[src/verilog/strap_pkg.sv]
package strap_pkg;

	// ==========================================================
	// Register map (byte addresses on APB)
	// ==========================================================
	localparam logic [7:0] ADDR_STRAP_STATUS = 8'h00; // Captured bits, RO
	localparam logic [7:0] ADDR_BOOT_CTRL    = 8'h04; // Overrides, RW
	localparam logic [7:0] ADDR_BOOT_STATUS  = 8'h08; // Effective settings

	// ==========================================================
	// Strap bit positions in the captured vector
	// ==========================================================
	localparam int STRAP_W       = 5;
	localparam int BIT_LDO       = 0; // Regulator voltage strap
	localparam int BIT_BOOT_SEL  = 1; // Boot select strap
	localparam int BIT_DL_QUAL   = 2; // Download qualify strap
	localparam int BIT_LOG_SDIO  = 3; // Log and SDIO input-edge strap
	localparam int BIT_SDIO_EDGE = 4; // SDIO output-edge strap

	// Weak pull direction per strap: 1 = pull-up, 0 = pull-down
	localparam logic [4:0] STRAP_PULL_UP = 5'h1A;
	// Strap latch value before any capture (equals pull levels)
	localparam logic [4:0] STRAP_RST     = 5'h1A;

	// ==========================================================
	// Control register fields
	// ==========================================================
	localparam int CTRL_LDO_OVR_EN  = 0; // Use software voltage select
	localparam int CTRL_LDO_OVR_VAL = 1; // 1 = 1.8 V, 0 = 3.3 V
	localparam int CTRL_SDIO_OVR_EN = 2; // Use software edge select
	localparam int CTRL_SDIO_IN_R   = 3; // Input on rising edge
	localparam int CTRL_SDIO_OUT_R  = 4; // Output on rising edge
	localparam int CTRL_LDO_OFF     = 5; // Switch regulator off
	localparam int CTRL_W           = 6;
	localparam logic [5:0] CTRL_RST = 6'h00;

	// Boot source encoding
	typedef enum logic [1:0] {
		BOOT_FLASH    = 2'b00,
		BOOT_DOWNLOAD = 2'b01,
		BOOT_UNDEF    = 2'b10
	} boot_src_t;

	// Decoded boot settings travel together
	typedef struct packed {
		logic      ldo_1v8;     // Regulator at 1.8 V
		logic      ldo_enable;  // Regulator on
		boot_src_t boot_src;    // Selected boot source
		logic      log_enable;  // Boot log on serial transmit
		logic      sdio_in_r;   // SDIO samples on rising edge
		logic      sdio_out_r;  // SDIO launches on rising edge
	} boot_cfg_t;

endpackage : strap_pkg

[src/verilog/reset_strap_latch_and_decode.sv]
// The implementer's own choices: the register offsets and the APB slave port.
`timescale 1ns/100ps
module reset_strap_latch_and_decode
	import strap_pkg::*;
(
	// APB clock and reset
	input  wire logic                      pclk,
	input  wire logic                      presetn,
	// System reset in progress (power-on, watchdog, brownout)
	input  wire logic                      sys_reset_active,
	// APB slave
	input  wire logic                      psel,
	input  wire logic                      penable,
	input  wire logic                      pwrite,
	input  wire logic [7:0]                paddr,
	input  wire logic [31:0]               pwdata,
	output logic      [31:0]               prdata,
	output logic                           pready,
	output logic                           pslverr,
	// Strap pins (sampled from pads)
	input  wire logic                      ldo_voltage_strap_pin,
	input  wire logic                      boot_select_strap_pin,
	input  wire logic                      download_qualify_strap_pin,
	input  wire logic                      log_and_sdio_strap_pin,
	input  wire logic                      sdio_edge_strap_pin,
	// Pad pull control
	output logic      [strap_pkg::STRAP_W-1:0] pull_up_en,
	output logic      [strap_pkg::STRAP_W-1:0] pull_down_en,
	output logic                           strap_pad_owned,
	// Decoded settings
	output strap_pkg::boot_cfg_t           boot_cfg,
	output logic                           boot_log_serial_tx_en
);
	import strap_pkg::*;

	// ==========================================================
	// Pin synchronisers
	// ==========================================================
	logic [STRAP_W-1:0] pin_meta_ff;  // First stage, read by stage two only
	logic [STRAP_W-1:0] pin_sync_ff;  // Second stage
	logic               rst_meta_ff;  // Reset-active level, stage one
	logic               rst_sync_ff;  // Reset-active level, stage two
	logic               rst_prev_ff;  // Delayed copy for edge detect
	wire  [STRAP_W-1:0] pins_raw;

	assign pins_raw = {sdio_edge_strap_pin, log_and_sdio_strap_pin,
		download_qualify_strap_pin, boot_select_strap_pin,
		ldo_voltage_strap_pin};

	// Pads and the reset-active level come from outside this clock,
	// so nothing reads them before the second flop has settled.
	// Two flops for pad levels and for the reset-active level
	always_ff @(posedge pclk or negedge presetn)
	begin
		if (!presetn)
		begin
			pin_meta_ff <= STRAP_RST;
			pin_sync_ff <= STRAP_RST;
			rst_meta_ff <= 1'b1;
			rst_sync_ff <= 1'b1;
			rst_prev_ff <= 1'b1;
		end
		else
		begin
			pin_meta_ff <= pins_raw;
			pin_sync_ff <= pin_meta_ff;
			rst_meta_ff <= sys_reset_active;
			rst_sync_ff <= rst_meta_ff;
			rst_prev_ff <= rst_sync_ff;
		end
	end

	// ==========================================================
	// Strap latch
	// ==========================================================
	logic [STRAP_W-1:0] strap_ff;      // Captured strap bits
	logic               captured_ff;   // Latch closed
	wire                in_reset;
	wire                reset_release;
	wire                capture_open;
	logic [STRAP_W-1:0] nxt_strap;

	assign in_reset      = rst_sync_ff;
	assign reset_release = rst_prev_ff & ~rst_sync_ff;
	// Track pins throughout reset, freeze on release edge
	assign capture_open  = in_reset | reset_release;
	assign nxt_strap     = capture_open ? pin_sync_ff : strap_ff;

	// Latch follows pins while reset runs; afterward only presetn
	// (power down) or a new system reset can disturb it, so later pin toggles are ignored.
	always_ff @(posedge pclk or negedge presetn)
	begin
		if (!presetn)
		begin
			strap_ff    <= STRAP_RST;
			captured_ff <= 1'b0;
		end
		else
		begin
			strap_ff    <= nxt_strap;
			captured_ff <= captured_ff | reset_release;
		end
	end

	// ==========================================================
	// Pad pulls and ownership
	// ==========================================================
	// Pulls only while reset holds; a floating pad then reads the
	// pull level, so the latch takes that value.
	assign pull_up_en      = in_reset ? STRAP_PULL_UP : '0;
	assign pull_down_en    = in_reset ? ~STRAP_PULL_UP : '0;
	// Pads handed back to their normal function after reset
	assign strap_pad_owned = in_reset;

	// ==========================================================
	// APB registers
	// ==========================================================
	logic [CTRL_W-1:0] ctrl_ff;       // Override and power controls
	logic [31:0]       prdata_ff;     // Registered read data
	wire               apb_access;
	wire               wr_ctrl;
	wire               addr_hit;
	wire  [31:0]       rd_mux;

	assign apb_access = psel & penable;
	assign addr_hit   = (paddr == ADDR_STRAP_STATUS) |
		(paddr == ADDR_BOOT_CTRL) | (paddr == ADDR_BOOT_STATUS);
	// Write lands on the completing access edge, so the register
	// changes on the same edge at which the master sees pready.
	assign wr_ctrl    = apb_access & pready & pwrite &
		(paddr == ADDR_BOOT_CTRL);

	// Zero-wait slave: access phase completes at once
	assign pready  = 1'b1;
	assign pslverr = apb_access & ~addr_hit;
	assign prdata  = prdata_ff;

	// Read mux; strap register has no write path
	assign rd_mux =
		(paddr == ADDR_STRAP_STATUS) ? {27'h0, strap_ff} :
		(paddr == ADDR_BOOT_CTRL)    ? {26'h0, ctrl_ff}  :
		(paddr == ADDR_BOOT_STATUS)  ? {24'h0, boot_cfg, captured_ff} :
		32'h0;

	// Read data latched during setup, so the access-phase edge
	// already presents it; it then stands until the next read
	// setup. Writes wait for the access edge instead, trading the
	// early capture for a write that matches bus completion.
	always_ff @(posedge pclk or negedge presetn)
	begin
		if (!presetn)
		begin
			ctrl_ff   <= CTRL_RST;
			prdata_ff <= 32'h0;
		end
		else
		begin
			if (wr_ctrl)
				ctrl_ff <= pwdata[CTRL_W-1:0];
			if (psel & ~penable & ~pwrite)
				prdata_ff <= rd_mux;
		end
	end

	// ==========================================================
	// Decode of boot settings
	// ==========================================================
	boot_cfg_t nxt_cfg;
	boot_src_t src;

	// Boot select high wins; both low gives download
	assign src = strap_ff[BIT_BOOT_SEL] ? BOOT_FLASH :
		(strap_ff[BIT_DL_QUAL] ? BOOT_UNDEF : BOOT_DOWNLOAD);

	always_comb
	begin
		nxt_cfg          = '0;
		// Voltage: strap unless firmware override
		nxt_cfg.ldo_1v8  = ctrl_ff[CTRL_LDO_OVR_EN] ?
			ctrl_ff[CTRL_LDO_OVR_VAL] : strap_ff[BIT_LDO];
		// Software power-off of the regulator
		nxt_cfg.ldo_enable = ~ctrl_ff[CTRL_LDO_OFF];
		nxt_cfg.boot_src   = src;
		nxt_cfg.log_enable = strap_ff[BIT_LOG_SDIO];
		// Edges: {log, edge} = {in rising, out rising}
		if (ctrl_ff[CTRL_SDIO_OVR_EN])
		begin
			nxt_cfg.sdio_in_r  = ctrl_ff[CTRL_SDIO_IN_R];
			nxt_cfg.sdio_out_r = ctrl_ff[CTRL_SDIO_OUT_R];
		end
		else
		begin
			nxt_cfg.sdio_in_r  = strap_ff[BIT_LOG_SDIO];
			nxt_cfg.sdio_out_r = strap_ff[BIT_SDIO_EDGE];
		end
	end

	// Outputs from flops; one cycle behind the latch
	always_ff @(posedge pclk or negedge presetn)
	begin
		if (!presetn)
		begin
			boot_cfg              <= '0;
			boot_log_serial_tx_en <= 1'b0;
		end
		else
		begin
			boot_cfg              <= nxt_cfg;
			boot_log_serial_tx_en <= nxt_cfg.log_enable;
		end
	end

	// ==========================================================
	// Assertions
	// ==========================================================
	// Checks on flopped outputs skip the release edge itself: the
	// flops still hold their reset values one edge after it.
	a_strap_hold: assert property (@(posedge pclk)
		disable iff (!presetn)
		(!rst_sync_ff && !rst_prev_ff) |=> $stable(strap_ff))
		else $error("strap latch changed after reset");
	a_strap_take: assert property (@(posedge pclk)
		disable iff (!presetn)
		rst_sync_ff |=> strap_ff == $past(pin_sync_ff))
		else $error("strap latch missed pin level");
	a_release_final: assert property (@(posedge pclk)
		disable iff (!presetn)
		reset_release |=> strap_ff == $past(pin_sync_ff) ##1
		$stable(strap_ff))
		else $error("latch not final at release");
	a_pull_dir: assert property (@(posedge pclk)
		disable iff (!presetn)
		in_reset |-> pull_up_en == 5'h1A && pull_down_en == 5'h05)
		else $error("wrong pull direction");
	a_pads_free: assert property (@(posedge pclk)
		disable iff (!presetn)
		!in_reset |-> !strap_pad_owned && pull_up_en == 5'h00 &&
		pull_down_en == 5'h00)
		else $error("pads held after reset");
	a_ldo_select: assert property (@(posedge pclk)
		disable iff (!presetn)
		presetn && !ctrl_ff[CTRL_LDO_OVR_EN]
		|=> boot_cfg.ldo_1v8 == $past(strap_ff[BIT_LDO]))
		else $error("regulator voltage wrong");
	a_ldo_ovr: assert property (@(posedge pclk)
		disable iff (!presetn)
		ctrl_ff[CTRL_LDO_OVR_EN]
		|=> boot_cfg.ldo_1v8 == $past(ctrl_ff[CTRL_LDO_OVR_VAL]))
		else $error("regulator override ignored");
	a_boot_mode: assert property (@(posedge pclk)
		disable iff (!presetn)
		presetn && !strap_ff[BIT_BOOT_SEL] && !strap_ff[BIT_DL_QUAL]
		|=> boot_cfg.boot_src == BOOT_DOWNLOAD)
		else $error("download boot not chosen");
	a_flash_boot: assert property (@(posedge pclk)
		disable iff (!presetn)
		presetn && strap_ff[BIT_BOOT_SEL]
		|=> boot_cfg.boot_src == BOOT_FLASH)
		else $error("flash boot not chosen");
	a_log_pin: assert property (@(posedge pclk)
		disable iff (!presetn)
		presetn |=> boot_log_serial_tx_en ==
		$past(strap_ff[BIT_LOG_SDIO]))
		else $error("boot log enable wrong");
	a_sdio_edge: assert property (@(posedge pclk)
		disable iff (!presetn)
		presetn && !ctrl_ff[CTRL_SDIO_OVR_EN]
		|=> {boot_cfg.sdio_in_r, boot_cfg.sdio_out_r} ==
		{$past(strap_ff[BIT_LOG_SDIO]), $past(strap_ff[BIT_SDIO_EDGE])})
		else $error("sdio edge select wrong");
	a_ovr_wins: assert property (@(posedge pclk)
		disable iff (!presetn)
		ctrl_ff[CTRL_SDIO_OVR_EN]
		|=> {boot_cfg.sdio_in_r, boot_cfg.sdio_out_r} ==
		{$past(ctrl_ff[CTRL_SDIO_IN_R]), $past(ctrl_ff[CTRL_SDIO_OUT_R])})
		else $error("sdio override ignored");
	a_ldo_off: assert property (@(posedge pclk)
		disable iff (!presetn)
		ctrl_ff[CTRL_LDO_OFF] |=> !boot_cfg.ldo_enable)
		else $error("regulator not switched off");
	a_ldo_on: assert property (@(posedge pclk)
		disable iff (!presetn)
		presetn && !ctrl_ff[CTRL_LDO_OFF] |=> boot_cfg.ldo_enable)
		else $error("regulator switched off unasked");
	a_ctrl_write: assert property (@(posedge pclk)
		disable iff (!presetn)
		psel && penable && pwrite && paddr == ADDR_BOOT_CTRL
		|=> ctrl_ff == $past(pwdata[CTRL_W-1:0]))
		else $error("control write lost");
	a_status_read: assert property (@(posedge pclk)
		disable iff (!presetn)
		psel && !penable && !pwrite && paddr == ADDR_STRAP_STATUS
		|=> prdata == {27'h0, $past(strap_ff)})
		else $error("strap status read wrong");

endmodule : reset_strap_latch_and_decode

[config.mk]
export PLATFORM = sky130hd
export DESIGN_NAME = reset_strap_latch_and_decode
export DESIGN_NICKNAME = d
export VERILOG_FILES = /design/src/verilog/strap_pkg.sv /design/src/verilog/reset_strap_latch_and_decode.sv
export SDC_FILE = /design/constraint.sdc
export NUM_CORES = 1
export LEC_CHECK = 0
export ABC_AREA = 1
export BUFFER_PORTS_ARGS = -buffer_cell sky130_fd_sc_hd__buf_2
export CAP_MARGIN = 30
export CORE_MARGIN = 2
export CORE_UTILIZATION = 40
export CTS_BUF_LIST = sky130_fd_sc_hd__clkbuf_8
export CTS_CLUSTER_SIZE = 24
export DETAILED_ROUTE_END_ITERATION = 8
export PLACE_DENSITY_LB_ADDON = 0.08
export SKIP_CTS_REPAIR_TIMING = 1
export SYNTH_ARGS = -nofsm -noshare
export SYNTH_HDL_FRONTEND = slang
export SYNTH_SLANG_ARGS = --single-unit
[constraint.sdc]
create_clock -name pclk -period 2.86 [get_ports pclk]
set_input_delay 0.572 -clock pclk [delete_from_list [all_inputs] [get_ports pclk]]
set_output_delay 0.572 -clock pclk [all_outputs]
set_load 0.01 [all_outputs]
After elaboration in Yosys (flattened, before gate mapping)
Index checks and enable logic that the tools add are counted.
{"block": "word_totals", "reg_bits": 64, "output_inout_bits": 53, "wordCells": 43, "in_bits": 51}
{"block": "op_classes", "n_mux": 9, "reduce_logical": 1, "n_eq_ne": 2, "bitwise_logic": 16}
{"operator": "$mux W8", "count": 3}
{"operator": "$eq A8 B3 Y1 const B", "count": 1}
{"operator": "$eq A8 B4 Y1 const B", "count": 1}
{"operator": "$logic_not A8 Y1", "count": 1}
{"operator": "$and A1 B1 Y1", "count": 7}
{"operator": "$mux W2", "count": 3}
{"operator": "$mux W5", "count": 1}
{"operator": "$not A1 Y1", "count": 5}
{"operator": "$or A1 B1 Y1", "count": 4}
{"operator": "$mux W3", "count": 1}
{"operator": "$mux W1", "count": 1}

Depth between registers and ports, before layout
{"block": "depth", "ltp_word": 5, "depth_mapped": 8}

Worst setup path after synthesis
OpenSTA, ideal clock, no wires.
{"block": "synth_timing", "path_type": "input to output", "start": "in paddr[7]", "end": "out pslverr", "path_slack_ns": 1.064, "arrival_time_ns": 1.224, "path_buffers": 1, "cell_stages": 7, "cell_sequence": "nor2_1 > nand2_1 > inv_2 > buf_6 > nand2_1 > nand3_1 > nor2_1"}
{"block": "synth_via", "elab_chain_cells": 5}
{"element": "start, declared", "line": "reset_strap_latch_and_decode.sv:15", "rtl": "input wire logic [7:0] paddr,"}
{"element": "$eq A8 B3 Y1 / $logic_not A8 Y1 (equally long branches)", "line": "reset_strap_latch_and_decode.sv:127, reset_strap_latch_and_decode.sv:126"}
{"element": "$or A1 B1 Y1", "line": "reset_strap_latch_and_decode.sv:126", "rtl": "assign addr_hit = (paddr == ADDR_STRAP_STATUS) |"}
{"element": "$or A1 B1 Y1 *", "line": "reset_strap_latch_and_decode.sv:127", "rtl": "(paddr == ADDR_BOOT_CTRL) | (paddr == ADDR_BOOT_STATUS);"}
{"element": "$not A1 Y1 *", "line": "reset_strap_latch_and_decode.sv:135", "rtl": "assign pslverr = apb_access & ~addr_hit;"}
{"element": "$and A1 B1 Y1 *", "line": "reset_strap_latch_and_decode.sv:135"}
{"element": "end, declared", "line": "reset_strap_latch_and_decode.sv:19", "rtl": "output logic pslverr,"}
Every way passes the cells marked *; elsewhere a longest branch is shown, timed or not.

Final worst setup path
{"block": "layout_timing", "start": "in paddr[0]", "end": "out pslverr"}
The elaborated chain is that of the path after synthesis.

==> flow_metrics.tcl <==
set metrics [dict create \
    outcome "completed" \
    yosys_warnings 0 \
    antenna_found_initial 0 \
    fin_nets 297 \
    die_x_um 72.68 \
    grt_first_pass_wirelength_um 5589 \
    p_comb_share_pct 8.8 \
    path_class "primary input to output port" \
    peakVddDrop_uv 320.8 \
    crit_required_ns 2.29 \
    cp-start-kind "primary input" \
    fp.dieH_um 72.68 \
    cts-root-buf "clkbuf_8" \
    sw_frac_of_total_pct 23.43 \
    detail-route-antenna-nets 0 \
    grt_overflow 0 \
    tightestPinTransition_ns 0.8905 \
    drv_cap 0 \
    r2r_slack_ns 1.89 \
    cts_max_path_buffers 2 \
    critical_path.max_fanout 7 \
    yosysTopAreaCell "dfrtp_1" \
    pwr-share-clk_pct 40.2 \
    antenna_cells 0 \
    reg2reg_depth 3 \
    drt_first_pass_iters 4 \
    fin_crit_sh_pct 73.10 \
    io_buffer_count 47 \
    setup_viol_count_final 0 \
    synth_top_area_share_pct 37.14 \
    relSlewSlack_pct 40.64 \
    rsz0062_at_grt "no" \
    power_density_nw_per_um2 565.0 \
    dp_hpwl_um 2308 \
    maxSlewViolCount 0 \
    synthesis.area_um2 1887 \
    globalplace.congestion 0.7331 \
    drt-total-wl_um 3256 \
    io_pins 104 \
    min_path_cells 0 \
    crit_path_end_kind "output port" \
    clk_pin_slew_ns 0.08 \
    preCtsSetupSlack_ns 0.7574 \
    syn_avg_cell_area_um2 9.295 \
    switchingPower_w 0.0002801 \
    wl_per_cell_um 10.89 \
    drt_iter0_markers 67 \
    drive_above_1_share_pct 32.79 \
    grt_usage_pct 13.75 \
    core-area_um2 4444 \
    layout_common_cells "47 x buf_2, 39 x nand2_1, 30 x conb_1" \
    clock_sinks 40 \
    cts_tree "done" \
    r2r-end "strap_ff[0]" \
    r2r_start "strap_pad_owned" \
    drc 0 \
    leakage_nw 1.155 \
    insertion_delay_ns 0.29 \
    synthTopCellsByArea "dfrtp_1 37%, dfstp_2 17%, buf_4 14%" \
    dieArea_um2 5282 \
    setup_tns_ns 0 \
    cts_max_level 2 \
    start_util_pct 42.45 \
    numCtsBuffers 5 \
    synthCells 203 \
    ys_ff_latch 40 \
    whs_endpoint "pin_sync_ff[0]" \
    p_seq_share_pct 51.0 \
    routed-via-count 1289 \
    grt_pass1_vias 1196 \
    intPower_w 0.0009154 \
    hold_viol 0 \
    fmax_mhz 478.3 \
    power.total_w 0.001195 \
    grt_start_max_net_pins 41 \
    worst_slack_ns 0.7692 \
    mostFrequentLayoutCell "buf_2" \
    syn2layout_area_growth_pct 12.14 \
    fin_crit_ns 2.091 \
    fin_skew_ns 0.004707 \
    synth.distinct_cells 20 \
    rows 24 \
    hold_class "register to register" \
    ys_seq_area_share_pct 53.85 \
    min_from "pin_meta_ff[0]" \
    crit_arrival_ns 1.52 \
    drt-vias-per-instance 4.311 \
]
-- flip-flops by register name, indices dropped and copies added, names as in the netlist --
register               flops
prdata                     8
boot_log_serial_tx_en      1
strap_ff                   5
strap_pad_owned            1
rst_prev_ff                1
boot_cfg                   6
captured_ff                1
pin_meta_ff                5
ctrl_ff                    6
pin_sync_ff                5
rst_meta_ff                1
-- kinds of logic after synthesis --
family | Yosys count | synth area share, %
flops | 40 | 53.85
compound gates | 22 | 7.162
buf+inv | 61 | 20.16
other cells | 2 | 0.3980
simple gates | 78 | 18.44
-- per-layer routing --
| layer | track usage (%) | vias to the layer above | share of wire [%] |
|---|---|---|---|
| li1 | - | 654 | - |
| met1 | 17.61 | 587 | 45 |
| met2 | 22.22 | 46 | 48 |
| met3 | 4.006 | 2 | 6.8 |
| met4 | 4.938 | 0 | 0.52 |
| met5 | 0 | - | 0 |
-- power by group through the flow --
stage / Sequential, W / Combinational (W) / Clock (W)
final: 0.000610 / 0.000105 / 0.000480
after global routing: 0.000614 / 0.000121 / 0.000525
after CTS: 0.000610 / 0.000106 / 0.000498
after detailed placement: 0.000621 / 0.000106 / 0
after global placement: 0.000620 / 0.000105 / 0
after floorplan: 0.000623 / 0.0000907 / 0
-- cell type report --
cell class,instances,area [um^2]
clock buffers,6,82.58
clock inverters,2,38.79
fillers,444,2328
inverters,22,82.58
multi-input cells,130,595.6
flip-flops and latches,40,1016
well taps,52,65.06
repair buffers,47,235.2
-- critical path: stages --
cell and delay (ns):
buf_2 0.10, inv_1 0.04, nand2_1 0.10, nor2_2 0.27
nand2_1 0.15, nand3_1 0.11, nor2_1 0.04, buf_2 0.13
-- worst max path at each step --
stage	start	endpoint	slack [ns]	cells after the start
after floorplan	paddr[7]	pslverr	1.06	7
after CTS	paddr[0]	pslverr	0.75	8
after global routing	paddr[1]	pslverr	0.66	8
after global placement	paddr[7]	pslverr	0.74	8
final	paddr[0]	pslverr	0.77	8
after detailed placement	paddr[0]	pslverr	0.76	8
-- synth_stat cells --
cell type,instances
o21ai_2,6
dfrtp_1,28
a21oi_1,10
conb_1,2
nand2_2,1
buf_4,36
o21ai_1,2
nor2_4,1
o21bai_1,1
nand3_4,1
inv_1,20
buf_2,1
dfstp_2,12
nand3_1,19
o21ai_0,3
nand2_1,39
nor2_2,3
inv_2,2
nor2_1,14
buf_6,2
-- through the flow --
stage	cell area (um^2)	cells	hold slack [ns]	utilization, %
finish	2116	299	0.3507	47.61
global route	2116	299	0.3521	47.61
CTS	2116	299	0.3549	47.61
detailed placement	1994	291	0.3358	44.88
global placement	1994	291	0.3315	44.88
floorplan	1992	231	0.2764	-
Note: power is estimated with default switching activity, not from simulation.
